`src/shared/pio_pkg.sv`:
```
package pio_pkg;

    // register byte offsets on the apb bus, one aligned word each
    localparam logic [7:0] OFS_PORT_A = 8'h00;
    localparam logic [7:0] OFS_PORT_A_DIR = 8'h04;
    localparam logic [7:0] OFS_PORT_B = 8'h08;
    localparam logic [7:0] OFS_PORT_B_DIR = 8'h0c;
    localparam logic [7:0] OFS_PORT_C = 8'h10;
    localparam logic [7:0] OFS_MODE = 8'h14;

    // port geometry and reset values
    localparam int PORT_W = 8;
    localparam int APB_DW = 32;
    localparam int APB_AW = 8;
    localparam logic [7:0] DIR_RESET = 8'h00;
    localparam logic [7:0] OUT_RESET = 8'h00;
    localparam logic [7:0] ALL_INPUT = 8'hff;
    localparam logic [23:0] RDATA_PAD = 24'h000000;
    localparam logic [29:0] MODE_PAD = 30'h00000000;

    // operating mode strap codes
    localparam logic [1:0] MODE_INTERNAL = 2'h0;
    localparam logic [1:0] MODE_EXTERNAL = 2'h1;
    localparam logic [1:0] MODE_DEVELOP = 2'h2;

    // cycles after reset release before the strap is taken (two sync stages)
    localparam logic [1:0] STRAP_WAIT = 2'h2;
    localparam logic [1:0] STRAP_STEP = 2'h1;

    // off-chip cycle states, one-hot
    typedef enum logic [4:0] {
        ST_IDLE = 5'h01,
        ST_T1 = 5'h02,
        ST_T2 = 5'h04,
        ST_T3 = 5'h08,
        ST_T4 = 5'h10
    } pio_cyc_e;

endpackage : pio_pkg

```
`src/verilog/pio_ports.sv`:
```
`timescale 1ns/1ps

// Contract
// - In internal rom mode three separate 8-bit ports port_a, port_b and port_c are offered.
// - Every pin of port_a and port_b has its own direction bit, 1 for output and 0 for input.
// - port_c only drives outputs and owns no direction register.
// - Reset clears both direction registers so all port_a and port_b pins start as inputs.
// - Reading port_a or port_b returns the driven output value for every pin set as output.
// - Writing port_a, port_b or port_c updates the value driven on that port's output pins.
// - In external rom mode port_c is rebuilt by an outside latch on the upper data byte, written by io_write_strobe.
// - In external rom mode an outside buffer gated by io_read_strobe supplies port_b, which is then input only.
// - In development mode port_a is taken too, so no parallel port is offered at all.
// - Latch and buffer accesses run the off-chip memory cycle with io_read_strobe and io_write_strobe timing.
// - An outside read holds the address T1 to T4, asserts the strobe T2 to T4 and samples data at the end of T3; the code samples it at the end of T2.
// - An outside write drives data from T2 until the next T1 and asserts the strobe T2 to T4.
module pio_ports #(
    parameter int PW = pio_pkg::PORT_W,
    parameter int AW = pio_pkg::APB_AW
) (
    input wire logic pclk,
    input wire logic presetn,
    input wire logic ce,
    input wire logic psel,
    input wire logic penable,
    input wire logic pwrite,
    input wire logic [AW-1:0] paddr,
    input wire logic [31:0] pwdata,
    output logic [31:0] prdata,
    output logic pready,
    output logic pslverr,
    input wire logic [1:0] mode_strap,
    input wire logic [PW-1:0] port_a_in,
    output logic [PW-1:0] port_a_out,
    output logic [PW-1:0] port_a_oe_n,
    input wire logic [PW-1:0] port_b_in,
    output logic [PW-1:0] port_b_out,
    output logic [PW-1:0] port_b_oe_n,
    output logic [PW-1:0] port_c_out,
    output logic [AW-1:0] ext_addr,
    input wire logic [PW-1:0] ext_data_in,
    output logic [PW-1:0] ext_data_out,
    output logic [PW-1:0] ext_data_oe_n,
    output logic io_read_strobe_n,
    output logic io_write_strobe_n
);

    // whole module state in one record
    typedef struct packed {
        logic [PW-1:0] sa1;
        logic [PW-1:0] sa2;
        logic [PW-1:0] sb1;
        logic [PW-1:0] sb2;
        logic [PW-1:0] sd1;
        logic [PW-1:0] sd2;
        logic [1:0] sm1;
        logic [1:0] sm2;
        logic [1:0] strap_cnt;
        logic mode_ok;
        logic [1:0] mode;
        logic [PW-1:0] out_a;
        logic [PW-1:0] out_b;
        logic [PW-1:0] out_c;
        logic [PW-1:0] dir_a;
        logic [PW-1:0] dir_b;
        pio_pkg::pio_cyc_e st;
        logic ext_wr;
        logic [AW-1:0] ext_addr;
        logic [PW-1:0] ext_dout;
        logic ext_drive;
        logic rd_n;
        logic wr_n;
        logic [31:0] prdata;
        logic pslverr;
    } pio_state_s;

    pio_state_s q;
    pio_state_s d;

    // true when the offset names one of our registers
    function automatic logic is_mapped(input logic [AW-1:0] a);
        logic [7:0] o;
        o = 8'(a);
        is_mapped = (o == pio_pkg::OFS_PORT_A) || (o == pio_pkg::OFS_PORT_A_DIR) ||
                    (o == pio_pkg::OFS_PORT_B) || (o == pio_pkg::OFS_PORT_B_DIR) ||
                    (o == pio_pkg::OFS_PORT_C) || (o == pio_pkg::OFS_MODE);
    endfunction : is_mapped

    // output pins return the latch, input pins the synchronised level
    function automatic logic [PW-1:0] pin_view(input logic [PW-1:0] dir, input logic [PW-1:0] dout,
                                               input logic [PW-1:0] sync);
        pin_view = (dir & dout) | (~dir & sync);
    endfunction : pin_view

    // mode decode; before the strap is taken all ports stay quiet
    logic mode_int;
    logic mode_ext;
    logic a_en;
    logic b_en;
    logic c_en;
    assign mode_int = q.mode_ok && (q.mode == pio_pkg::MODE_INTERNAL);
    assign mode_ext = q.mode_ok && (q.mode == pio_pkg::MODE_EXTERNAL);
    assign a_en = mode_int || mode_ext;
    assign b_en = mode_int;
    assign c_en = mode_int;

    // bus phases
    logic setup;
    logic access;
    logic idle;
    logic ext_req;
    logic [7:0] ofs;
    assign ofs = 8'(paddr);
    assign setup = ce && psel && !penable;
    assign access = ce && psel && penable;
    assign idle = (q.st == pio_pkg::ST_IDLE);
    // port_b read and port_c write leave the chip in external rom mode
    assign ext_req = mode_ext && (((ofs == pio_pkg::OFS_PORT_B) && !pwrite) ||
                                  ((ofs == pio_pkg::OFS_PORT_C) && pwrite));

    // slave answers once no off-chip cycle is running; never while ce is low
    assign pready = access && idle;

    // next state
    always_comb begin
        logic [PW-1:0] rv;
        rv = pio_pkg::OUT_RESET;
        d = q;
        // two-stage synchronisers; first stages feed only the second
        d.sa1 = port_a_in;
        d.sa2 = q.sa1;
        d.sb1 = port_b_in;
        d.sb2 = q.sb1;
        d.sd1 = ext_data_in;
        d.sd2 = q.sd1;
        d.sm1 = mode_strap;
        d.sm2 = q.sm1;
        // the strap is taken once, after it has crossed both stages
        if (!q.mode_ok) begin
            if (q.strap_cnt == pio_pkg::STRAP_WAIT) begin
                d.mode_ok = 1'b1;
                d.mode = q.sm2;
            end else begin
                d.strap_cnt = q.strap_cnt + pio_pkg::STRAP_STEP;
            end
        end

        // setup phase: decide the answer or launch an off-chip cycle
        if (setup && idle) begin
            d.pslverr = !is_mapped(paddr);
            d.prdata = {pio_pkg::RDATA_PAD, pio_pkg::OUT_RESET};
            if (ext_req) begin
                d.st = pio_pkg::ST_T1;
                d.ext_wr = pwrite;
                d.ext_addr = paddr;
                d.ext_dout = pwdata[PW-1:0];
            end else if (!pwrite) begin
                unique case (ofs)
                    pio_pkg::OFS_PORT_A: rv = a_en ? pin_view(q.dir_a, q.out_a, q.sa2) : pio_pkg::OUT_RESET;
                    pio_pkg::OFS_PORT_B: rv = b_en ? pin_view(q.dir_b, q.out_b, q.sb2) : pio_pkg::OUT_RESET;
                    pio_pkg::OFS_PORT_C: rv = (c_en || mode_ext) ? q.out_c : pio_pkg::OUT_RESET;
                    pio_pkg::OFS_PORT_A_DIR: rv = q.dir_a;
                    pio_pkg::OFS_PORT_B_DIR: rv = q.dir_b;
                    default: rv = pio_pkg::OUT_RESET;
                endcase
                if (ofs == pio_pkg::OFS_MODE) begin
                    d.prdata = {pio_pkg::MODE_PAD, q.mode};
                end else begin
                    d.prdata = {pio_pkg::RDATA_PAD, rv};
                end
            end
        end

        // off-chip cycle, four clocks long
        if (ce) begin
            unique case (q.st)
                pio_pkg::ST_IDLE: d.st = d.st;
                pio_pkg::ST_T1: begin
                    d.st = pio_pkg::ST_T2;
                    d.ext_drive = q.ext_wr; // write data from T2 onward
                end
                pio_pkg::ST_T2: d.st = pio_pkg::ST_T3;
                pio_pkg::ST_T3: d.st = pio_pkg::ST_T4;
                pio_pkg::ST_T4: begin
                    d.st = pio_pkg::ST_IDLE;
                    if (q.ext_wr) begin
                        d.out_c = q.ext_dout; // shadow for read back
                    end else begin
                        // strobed level has crossed both stages by now; the buffer must settle within T2
                        d.prdata = {pio_pkg::RDATA_PAD, q.sd2};
                    end
                end
                default: d.st = pio_pkg::ST_IDLE;
            endcase
        end
        // write data is released only when the next cycle begins
        if (d.st == pio_pkg::ST_T1) begin
            d.ext_drive = 1'b0;
        end
        // strobes low through T2..T4 of their own kind
        d.rd_n = !((d.st == pio_pkg::ST_T2 || d.st == pio_pkg::ST_T3 || d.st == pio_pkg::ST_T4) &&
                   !d.ext_wr);
        d.wr_n = !((d.st == pio_pkg::ST_T2 || d.st == pio_pkg::ST_T3 || d.st == pio_pkg::ST_T4) &&
                   d.ext_wr);

        // internal writes take effect at the completing edge only
        if (pready && pwrite && !ext_req) begin
            unique case (ofs)
                pio_pkg::OFS_PORT_A: if (a_en) d.out_a = pwdata[PW-1:0];
                pio_pkg::OFS_PORT_B: if (b_en) d.out_b = pwdata[PW-1:0];
                pio_pkg::OFS_PORT_C: if (c_en) d.out_c = pwdata[PW-1:0];
                pio_pkg::OFS_PORT_A_DIR: d.dir_a = pwdata[PW-1:0];
                pio_pkg::OFS_PORT_B_DIR: d.dir_b = pwdata[PW-1:0];
                default: d.dir_a = d.dir_a;
            endcase
        end
    end

    // one register stage for all state; ce low holds everything
    always_ff @(posedge pclk or negedge presetn) begin
        if (!presetn) begin
            q.sa1 <= pio_pkg::OUT_RESET;
            q.sa2 <= pio_pkg::OUT_RESET;
            q.sb1 <= pio_pkg::OUT_RESET;
            q.sb2 <= pio_pkg::OUT_RESET;
            q.sd1 <= pio_pkg::OUT_RESET;
            q.sd2 <= pio_pkg::OUT_RESET;
            q.sm1 <= pio_pkg::MODE_INTERNAL;
            q.sm2 <= pio_pkg::MODE_INTERNAL;
            q.strap_cnt <= 2'h0;
            q.mode_ok <= 1'b0;
            q.mode <= pio_pkg::MODE_INTERNAL;
            q.out_a <= pio_pkg::OUT_RESET;
            q.out_b <= pio_pkg::OUT_RESET;
            q.out_c <= pio_pkg::OUT_RESET;
            q.dir_a <= pio_pkg::DIR_RESET;
            q.dir_b <= pio_pkg::DIR_RESET;
            q.st <= pio_pkg::ST_IDLE;
            q.ext_wr <= 1'b0;
            q.ext_addr <= '0;
            q.ext_dout <= pio_pkg::OUT_RESET;
            q.ext_drive <= 1'b0;
            q.rd_n <= 1'b1;
            q.wr_n <= 1'b1;
            q.prdata <= 32'h00000000;
            q.pslverr <= 1'b0;
        end else if (ce) begin
            q <= d;
        end
    end

    // pin drive; three separate ports so each has its own enables
    assign port_a_out = q.out_a;
    assign port_b_out = q.out_b;
    assign port_c_out = c_en ? q.out_c : pio_pkg::OUT_RESET;
    assign port_a_oe_n = a_en ? ~q.dir_a : pio_pkg::ALL_INPUT;
    assign port_b_oe_n = b_en ? ~q.dir_b : pio_pkg::ALL_INPUT;

    // off-chip upper byte and strobes, all from flops
    assign ext_addr = q.ext_addr;
    assign ext_data_out = q.ext_dout;
    assign ext_data_oe_n = q.ext_drive ? ~pio_pkg::ALL_INPUT : pio_pkg::ALL_INPUT;
    assign io_read_strobe_n = q.rd_n;
    assign io_write_strobe_n = q.wr_n;

    // bus answer
    assign prdata = q.prdata;
    assign pslverr = q.pslverr && pready;

    // a direction write is seen on the enables one clock later
    a_dir_to_enable: assert property (@(posedge pclk) disable iff (!presetn)
        (pready && pwrite && ofs == pio_pkg::OFS_PORT_A_DIR && a_en) |=>
        (port_a_oe_n == ~$past(pwdata[PW-1:0])))
        else $error("port_a enables do not follow direction write");

    // a port_c write reaches the pins on the next clock
    a_portc_write: assert property (@(posedge pclk) disable iff (!presetn)
        (pready && pwrite && ofs == pio_pkg::OFS_PORT_C && c_en) |=>
        (port_c_out == $past(pwdata[PW-1:0])))
        else $error("port_c pins did not take the written value");

    // read of port_a shows the driven value on output pins
    a_read_outputs: assert property (@(posedge pclk) disable iff (!presetn)
        (setup && idle && !pwrite && ofs == pio_pkg::OFS_PORT_A && a_en) |=>
        ((prdata[PW-1:0] & q.dir_a) == (q.out_a & q.dir_a)))
        else $error("port_a read lost output pin value");

    // read strobe low exactly three clocks
    a_rd_strobe_len: assert property (@(posedge pclk) disable iff (!presetn || !ce)
        $fell(io_read_strobe_n) |-> !io_read_strobe_n[*3] ##1 io_read_strobe_n)
        else $error("read strobe width is not three clocks");

    // write strobe low exactly three clocks with data driven
    a_wr_strobe_len: assert property (@(posedge pclk) disable iff (!presetn || !ce)
        $fell(io_write_strobe_n) |-> (!io_write_strobe_n && ext_data_oe_n == ~pio_pkg::ALL_INPUT)[*3]
        ##1 io_write_strobe_n)
        else $error("write strobe width or data drive wrong");

    // address held through T2..T4
    a_addr_hold: assert property (@(posedge pclk) disable iff (!presetn)
        (q.st == pio_pkg::ST_T2 || q.st == pio_pkg::ST_T3 || q.st == pio_pkg::ST_T4) |->
        $stable(ext_addr))
        else $error("off-chip address moved inside a cycle");

    // development mode offers no port at all
    a_dev_no_ports: assert property (@(posedge pclk) disable iff (!presetn)
        (q.mode_ok && q.mode == pio_pkg::MODE_DEVELOP) |->
        (port_a_oe_n == pio_pkg::ALL_INPUT && port_b_oe_n == pio_pkg::ALL_INPUT && port_c_out == pio_pkg::OUT_RESET))
        else $error("port driven in development mode");

    // external mode: port_b pins never driven, read goes off chip
    a_ext_portb_in: assert property (@(posedge pclk) disable iff (!presetn)
        (setup && idle && mode_ext && !pwrite && ofs == pio_pkg::OFS_PORT_B) |->
        ##2 !io_read_strobe_n ##0 (port_b_oe_n == pio_pkg::ALL_INPUT))
        else $error("external port_b read did not strobe");

    // a port_c write in external mode runs the latch strobe
    a_ext_portc_wr: assert property (@(posedge pclk) disable iff (!presetn)
        (setup && idle && mode_ext && pwrite && ofs == pio_pkg::OFS_PORT_C) |->
        ##2 (!io_write_strobe_n && ext_data_out == $past(pwdata[PW-1:0], 2)))
        else $error("external port_c write did not strobe latch");

endmodule : pio_ports

```
`config.mk`:
```
export PLATFORM = sky130hd
export DESIGN_NAME = pio_ports
export DESIGN_NICKNAME = d
export VERILOG_FILES = /design/src/shared/pio_pkg.sv /design/src/verilog/pio_ports.sv
export SDC_FILE = /design/constraint.sdc
export NUM_CORES = 1
export LEC_CHECK = 0
export ABC_AREA = 1
export BUFFER_PORTS_ARGS = -buffer_cell sky130_fd_sc_hd__buf_4
export CORE_MARGIN = 2
export CORE_UTILIZATION = 40
export CTS_CLUSTER_DIAMETER = 200
export CTS_CLUSTER_SIZE = 28
export DETAILED_ROUTE_END_ITERATION = 8
export PLACE_DENSITY = 0.66
export SKIP_CTS_REPAIR_TIMING = 1
export SLEW_MARGIN = 20
export SYNTH_ARGS = -nofsm -noshare
export SYNTH_HDL_FRONTEND = slang
export SYNTH_SLANG_ARGS = --single-unit
```
`constraint.sdc`:
```
create_clock -name pclk -period 1.8 [get_ports pclk]
set_input_delay 0.36 -clock pclk [delete_from_list [all_inputs] [get_ports pclk]]
set_output_delay 0.36 -clock pclk [all_outputs]
set_load 0.02 [all_outputs]
```
==> impl_results.rst, run 1 <==
.. list-table::
   :header-rows: 1

   * - Metric
     - Value
   * - Comb pwr share
     - 13.2%
   * - Post-synthesis net count
     - 1020
   * - Post-route worst setup slack
     - -287 ps
   * - Max-cap violation count
     - 0
   * - Worst reg-to-reg setup slack
     - -220 ps
   * - Final Instance Count excl. Fillers
     - 1334
   * - Average detailed-routed wire length per instance
     - 15.3 um
   * - Sinks on the clock net
     - 155
   * - Total wire length
     - 20400 um
   * - Peak VDD IR
     - 0.000702 V
   * - Max-slew headroom at the worst pin
     - 65.4%
   * - Outcome
     - complete, but fails checks
   * - Power Dens Cells
     - 824 nW/um^2
   * - Length of the first detailed-routing pass in iterations
     - 5
   * - Sequential cell area fraction in the yosys report
     - 51.8%
   * - DRT antenna net count
     - 0
   * - Layout Cell Area excl Fill
     - 10100 um^2
   * - Routability-driven placement congestion ratio
     - 0.898
   * - Final slew viol count
     - 0
   * - Kind of start point of the critical path
     - flip-flop
   * - First DRT Iteration DRCs
     - 400
   * - Worst slew pin tran
     - 516 ps
   * - Share of post-route cells with drive strength above 1
     - 31.1%
   * - Cell types with the largest area share after synthesis
     - sky130_fd_sc_hd__dfrtp_1, sky130_fd_sc_hd__nand2_1, sky130_fd_sc_hd__buf_4, sky130_fd_sc_hd__o21ai_0, sky130_fd_sc_hd__inv_1
   * - Nets
     - 1161
   * - Area added between synthesis and finish
     - 34.3%
   * - Clock-pin slew on the worst setup and hold paths
     - 60 ps
   * - Clock Skew
     - 9.04 ps
   * - Path category of the worst min-delay check
     - input pin to flip-flop
   * - Clock insertion delay at the later pin of the skew report
     - 420 ps
   * - Syn Area/Cell
     - 7.92 um^2
   * - Type of element capturing the critical path
     - output pin
   * - I/O Pins
     - 172
   * - Biggest area consumer among synthesized cells
     - sky130_fd_sc_hd__dfrtp_1
   * - Setup_tns
     - -8730 ps
   * - Wire length of the first global-routing pass
     - 30300 um
   * - Die X
     - 141 um
   * - Instance area after placement
     - 8670 um^2
   * - Final Critical Period
     - 2090 ps
   * - Max Buffers Root-to-Sink
     - 2
   * - Core Footprint
     - 18600 um^2
   * - Final number of hold-violating endpoints
     - 0
   * - CTS root buf
     - sky130_fd_sc_hd__clkbuf_16
   * - Class of the most critical setup path
     - flip-flop to output pin
   * - Cell Rows
     - 50
   * - Setup slack at placement
     - -182 ps
   * - Via count of the first global-routing pass
     - 5847
   * - TritonCTS clock tree
     - built
   * - Top cell type's share of synthesized area
     - 50.7%
   * - Number of H-tree levels
     - 4
   * - Via density per instance
     - 4.82
   * - GRT Residual Overflow
     - 0
   * - Num CTS Buffers
     - 17
   * - Number of register bits inferred by synthesis
     - 155
   * - Port buffer count
     - 147
   * - Global router's overall resource usage
     - 19.7%
   * - Sequential power share
     - 45.2%
   * - EDFF count, synth
     - 0
   * - Endpoint required time on the critical path
     - 1440 ps
   * - Commonest cells after routing, fill and taps aside
     - sky130_fd_sc_hd__nand2_1, sky130_fd_sc_hd__buf_4, sky130_fd_sc_hd__dfrtp_1
   * - Arrival time reported for the critical path endpoint
     - 1730 ps
   * - Cell count after synthesis
     - 947
   * - Height of the chip
     - 141 um
   * - Switching Power
     - 2.16 mW
   * - Worst-path fanout max
     - 3
   * - Flip-flop cell with the highest count after synthesis
     - sky130_fd_sc_hd__dfrtp_1
   * - Initial antenna violation count
     - 0
   * - Via count
     - 6436
   * - Count of cell types in the netlist
     - 34
   * - Async set or reset register ratio after synthesis
     - 100%
   * - Placed insts
     - 1276
   * - Area of the die
     - 19900 um^2
   * - Highest attainable clock frequency
     - 479 MHz
   * - Initial standard-cell utilization of the core
     - 40.4%
   * - Leading cell type in the layout, fill and taps excluded
     - sky130_fd_sc_hd__nand2_1
   * - Final clock period utilization by the worst path
     - 116%
   * - Switching share of power
     - 26.0%
   * - Diode insertion count for antenna repair
     - 0
   * - P_int
     - 6.14 mW
   * - Syn Std Cell Area
     - 7500 um^2
   * - Clock share of power
     - 41.6%
   * - RSZ-0062 raised after global routing
     - true
   * - Maximum number of pins on one net before global-route repair
     - 56
   * - Half-perimeter wire length of the detailed placement result
     - 13800 um
   * - Leakage
     - 5.03 nW
   * - DRC violation count after routing
     - 0
   * - Count of final setup violators
     - 112
   * - Failing checks
     - negative setup slack
   * - Synth Warn #
     - 0
## worst max-delay path, cell delays in order (launching register included)
cell,delay (ps)
sky130_fd_sc_hd__dfstp_2,550
sky130_fd_sc_hd__inv_2,50
sky130_fd_sc_hd__nor2_2,100
sky130_fd_sc_hd__nand3_2,100
sky130_fd_sc_hd__inv_2,90
sky130_fd_sc_hd__nand3_2,80
sky130_fd_sc_hd__buf_6,130
sky130_fd_sc_hd__nor2_4,90
sky130_fd_sc_hd__buf_6,110
## area by class of cell
cell class | instances | area (um^2)
fillers | 1718 | 8510
flip-flops and latches | 155 | 3880
multi-input cells | 572 | 2940
repair buffers | 217 | 1910
inverters | 125 | 494
clock buffers | 21 | 440
well taps | 234 | 293
clock inverters | 10 | 119
## power by group through the flow
| stage | logic, mW | registers, mW | clock network [mW] |
|---|---|---|---|
| 2_1_floorplan | 0.536 | 3.79 | 0 |
| 3_3_place_gp | 0.933 | 3.81 | 0 |
| 3_5_place_dp | 0.946 | 3.81 | 0 |
| 4_1_cts | 0.952 | 3.75 | 3.53 |
| 5_1_grt | 1.21 | 3.77 | 3.72 |
| 6_report | 1.09 | 3.76 | 3.45 |
## cells by family after synthesis
family / share of synthesized area (%)
simple gates: 22.6
buf+inv: 15.2
flops: 51.8
compound gates: 10.2
xor+xnor: 0.117
fa+ha+maj: 0.167
## synth_stat cells, types with 3 or more instances
cell type	count
sky130_fd_sc_hd__inv_1	118
sky130_fd_sc_hd__nand4_1	5
sky130_fd_sc_hd__o31ai_1	3
sky130_fd_sc_hd__nand2_2	3
sky130_fd_sc_hd__nand3_1	16
sky130_fd_sc_hd__a21oi_1	22
sky130_fd_sc_hd__o21ai_1	19
sky130_fd_sc_hd__nor2_4	3
sky130_fd_sc_hd__dfrtp_1	152
sky130_fd_sc_hd__buf_4	73
sky130_fd_sc_hd__o21ai_0	100
sky130_fd_sc_hd__nand2_1	308
sky130_fd_sc_hd__buf_2	7
sky130_fd_sc_hd__inv_2	4
sky130_fd_sc_hd__nor2_1	72
sky130_fd_sc_hd__nor2_2	3
sky130_fd_sc_hd__dfstp_2	3
sky130_fd_sc_hd__clkbuf_1	17
## layer usage
metal	vias to the layer above	global-route usage (%)	part of all wire, %
li1	3142	-	-
met1	3032	27.2	44
met2	226	30.7	46
met3	36	4.52	7.0
met4	0	6.79	2.6
met5	-	0	0
## sequential cells by signal, summed over array words and instances, names as in the netlist
signal	flops
d	26
ext_data_out	8
prdata	32
io_read_strobe_n	1
io_write_strobe_n	1
q	63
port_a_out	8
port_b_out	8
ext_addr	8
## per-stage QoR
stage | util [%] | power (mW) | hold WS, ps
after CTS | 49.7 | 8.24 | -136
final | 54.2 | 8.30 | 133
after global placement | 46.7 | 4.74 | 324
after floorplan | - | 4.33 | 64.4
after detailed placement | 46.7 | 4.76 | 320
after global routing | 54.2 | 8.70 | 127
## final timing paths
kind,to,start,depth (start not counted)
setup / recovery,pslverr,q[53],8
hold / removal,d[107],ext_data_in[0],3
setup reg to reg,prdata[7],q[53],14
hold reg to reg,d[111],d[111],2
max in group asynchronous,d[113],presetn,3
min in group asynchronous,q[112],presetn,2
Note: power is estimated with default switching activity, not from simulation.
==> inputs of run 2 (changes only) <==
--- a/config.mk
+++ b/config.mk
@@ -12,9 +12,11 @@
 export CTS_CLUSTER_DIAMETER = 200
 export CTS_CLUSTER_SIZE = 28
 export DETAILED_ROUTE_END_ITERATION = 8
+export GPL_TIMING_DRIVEN = 0
 export PLACE_DENSITY = 0.66
 export SKIP_CTS_REPAIR_TIMING = 1
 export SLEW_MARGIN = 20
 export SYNTH_ARGS = -nofsm -noshare
 export SYNTH_HDL_FRONTEND = slang
 export SYNTH_SLANG_ARGS = --single-unit
+export TNS_END_PERCENT = 100
==> impl_results.rst, run 2 (synthesis gave the netlist of run 1 again) <==
.. list-table::
   :header-rows: 1

   * - Metric
     - Value
   * - Diode insertion count for antenna repair
     - 0
   * - Routability-driven placement congestion ratio
     - 0.941
   * - Global router's overall resource usage
     - 20.8%
   * - Worst reg-to-reg setup slack
     - -170 ps
   * - Number of stages on the worst hold path
     - 3
   * - Max FFs per register
     - 63
   * - Hold worst-path end
     - d[127]
   * - Max Buffers Root-to-Sink
     - 2
   * - Count of final setup violators
     - 69
   * - Total wire length
     - 20600 um
   * - Max-cap violation count
     - 0
   * - Highest attainable clock frequency
     - 489 MHz
   * - Commonest cells after routing, fill and taps aside
     - sky130_fd_sc_hd__nand2_1, sky130_fd_sc_hd__buf_4, sky130_fd_sc_hd__dfrtp_1
   * - Final number of hold-violating endpoints
     - 0
   * - Initial antenna violation count
     - 0
   * - Reg-to-reg critical path endpoint
     - q[73]
   * - Length of the first detailed-routing pass in iterations
     - 6
   * - Path category of the worst min-delay check
     - input pin to flip-flop
   * - Average detailed-routed wire length per instance
     - 14.9 um
   * - Worst slew pin tran
     - 632 ps
   * - I/O Pins
     - 172
   * - Failing checks
     - negative setup slack
   * - Final clock period utilization by the worst path
     - 114%
   * - Kind of start point of the critical path
     - flip-flop
   * - Maximum number of pins on one net before global-route repair
     - 96
   * - Post-route worst setup slack
     - -247 ps
   * - Sinks on the clock net
     - 155
   * - Half-perimeter wire length of the detailed placement result
     - 14800 um
   * - Final slew viol count
     - 0
   * - Area added between synthesis and finish
     - 34.0%
   * - Worst-path fanout max
     - 3
   * - Grt met1 use
     - 29.1%
   * - Number of H-tree levels
     - 4
   * - Arrival time reported for the critical path endpoint
     - 1690 ps
   * - Type of element capturing the critical path
     - output pin
   * - Launch instance of the worst register-to-register path
     - q[53]
   * - Met3 GRT Util
     - 3.84%
   * - Min Hold Slack
     - 129 ps
   * - Initial standard-cell utilization of the core
     - 40.4%
   * - Power Dens Cells
     - 817 nW/um^2
   * - Core Footprint
     - 18600 um^2
   * - DRT antenna net count
     - 0
   * - Most flop-heavy register
     - q
   * - Via count of the first global-routing pass
     - 6195
   * - Clock Skew
     - 5.59 ps
   * - CTS root buf
     - sky130_fd_sc_hd__clkbuf_16
   * - Share of post-route cells with drive strength above 1
     - 30.3%
   * - Met2 global-route usage
     - 33.2%
   * - Cell depth of the worst flop-to-flop path
     - 13
   * - Leading cell type in the layout, fill and taps excluded
     - sky130_fd_sc_hd__nand2_1
   * - TritonCTS clock tree
     - built
   * - GRT Residual Overflow
     - 0
   * - Height of the chip
     - 141 um
   * - Setup_tns
     - -7980 ps
   * - First DRT Iteration DRCs
     - 591
   * - Outcome
     - complete, but fails checks
   * - Cell Rows
     - 50
   * - Class of the most critical setup path
     - flip-flop to output pin
   * - RSZ-0062 raised after global routing
     - true
   * - Area of the die
     - 19900 um^2
   * - Clock insertion delay at the later pin of the skew report
     - 430 ps
   * - Clock-pin slew on the worst setup and hold paths
     - 60 ps
   * - DRC violation count after routing
     - 0
   * - Via count
     - 6657
   * - Wire length of the first global-routing pass
     - 31900 um
   * - Number of filler cells placed in the layout
     - 1738
   * - Layer with the highest usage
     - met2
   * - Final Critical Period
     - 2050 ps
   * - Leakage
     - 5.24 nW
   * - Die X
     - 141 um
   * - Peak VDD IR
     - 0.000627 V
   * - Endpoint required time on the critical path
     - 1440 ps
   * - Via density per instance
     - 4.81
   * - Startpoint of the lowest-slack hold path
     - port_b_in[4]
   * - Max-slew headroom at the worst pin
     - 57.8%
   * - Nets
     - 1209
   * - Port buffer count
     - 146
   * - Num CTS Buffers
     - 17
## run 2: cell types whose count changed in the layout (fill, tap and decap cells not counted), moves of 4 or more
cell                         before  now
sky130_fd_sc_hd__nand2_1        280  290
sky130_fd_sc_hd__o21ai_0         75   79
sky130_fd_sc_hd__buf_2            0    4
sky130_fd_sc_hd__o21ai_1         26   34
sky130_fd_sc_hd__clkbuf_1         4   16
sky130_fd_sc_hd__buf_12           9    3
sky130_fd_sc_hd__clkinvlp_4       2    6
sky130_fd_sc_hd__nand2_2         22   17
sky130_fd_sc_hd__nand2_8          6    1
sky130_fd_sc_hd__buf_4          173  210
sky130_fd_sc_hd__o21ai_2         16    6
## run 2: how the worst max path moves through the flow
stage,cells past startpoint,start,slack (ps),endpoint
after detailed placement,14,paddr[4],-440,prdata[1]
after floorplan,12,q[53],110,port_b_out[5]
final,7,q[53],-250,pslverr
after CTS,6,q[100],-760,port_b_oe_n[7]
after global placement,1,presetn,-440,ext_addr[5]
after global routing,7,q[53],-300,pslverr
## run 2: routing by layer
metal | wire [um] | part of all wire [%] | up-vias
met5 | 0 | 0 | -
met4 | 344 | 1.7 | 0
met3 | 1570 | 7.6 | 34
met2 | 9640 | 47 | 281
met1 | 9070 | 44 | 3116
li1 | - | - | 3226
## run 2: stage by stage
step	utilization (%)	cell area (um^2)	cells	power, mW	worst slack, ps
2_1_floorplan	-	7500	947	4.33	108
3_3_place_gp	47.8	8890	1327	4.76	-444
3_5_place_dp	48.0	8920	1328	4.79	-436
4_1_cts	51.0	9480	1360	8.18	-755
5_1_grt	54.1	10100	1383	8.55	-298
6_report	54.1	10100	1383	8.21	-247
## run 2: report_power, final
part | switching (mW) | internal [mW] | total (mW) | leakage, nW
clock | 1.47 | 1.91 | 3.38 | 0.261
sequential | 0.0925 | 3.67 | 3.76 | 2.01
combinational | 0.649 | 0.424 | 1.07 | 2.97
## run 2: worst max-delay path: stages (launching register included)
cell and delay, ps:
sky130_fd_sc_hd__dfstp_2 550, sky130_fd_sc_hd__inv_2 40, sky130_fd_sc_hd__nor2_2 110, sky130_fd_sc_hd__nand3_2 120, sky130_fd_sc_hd__inv_2 110, sky130_fd_sc_hd__nand3_4 100, sky130_fd_sc_hd__nor2_4 120, sky130_fd_sc_hd__buf_6 120
## run 2: area by class of cell
| class | instances | area, um^2 | share of cell area, % |
|---|---|---|---|
| clock inverters | 13 | 121 | 1.21 |
| multi-input cells | 567 | 2690 | 26.7 |
| flip-flops and latches | 155 | 3880 | 38.6 |
| well taps | 234 | 293 | 2.91 |
| plain buffers | 100 | 716 | 7.12 |
| clock buffers | 19 | 433 | 4.31 |
| inverters | 125 | 480 | 4.78 |
| repair inverters | 1 | 7.51 | 0.0747 |
| repair buffers | 169 | 1430 | 14.2 |
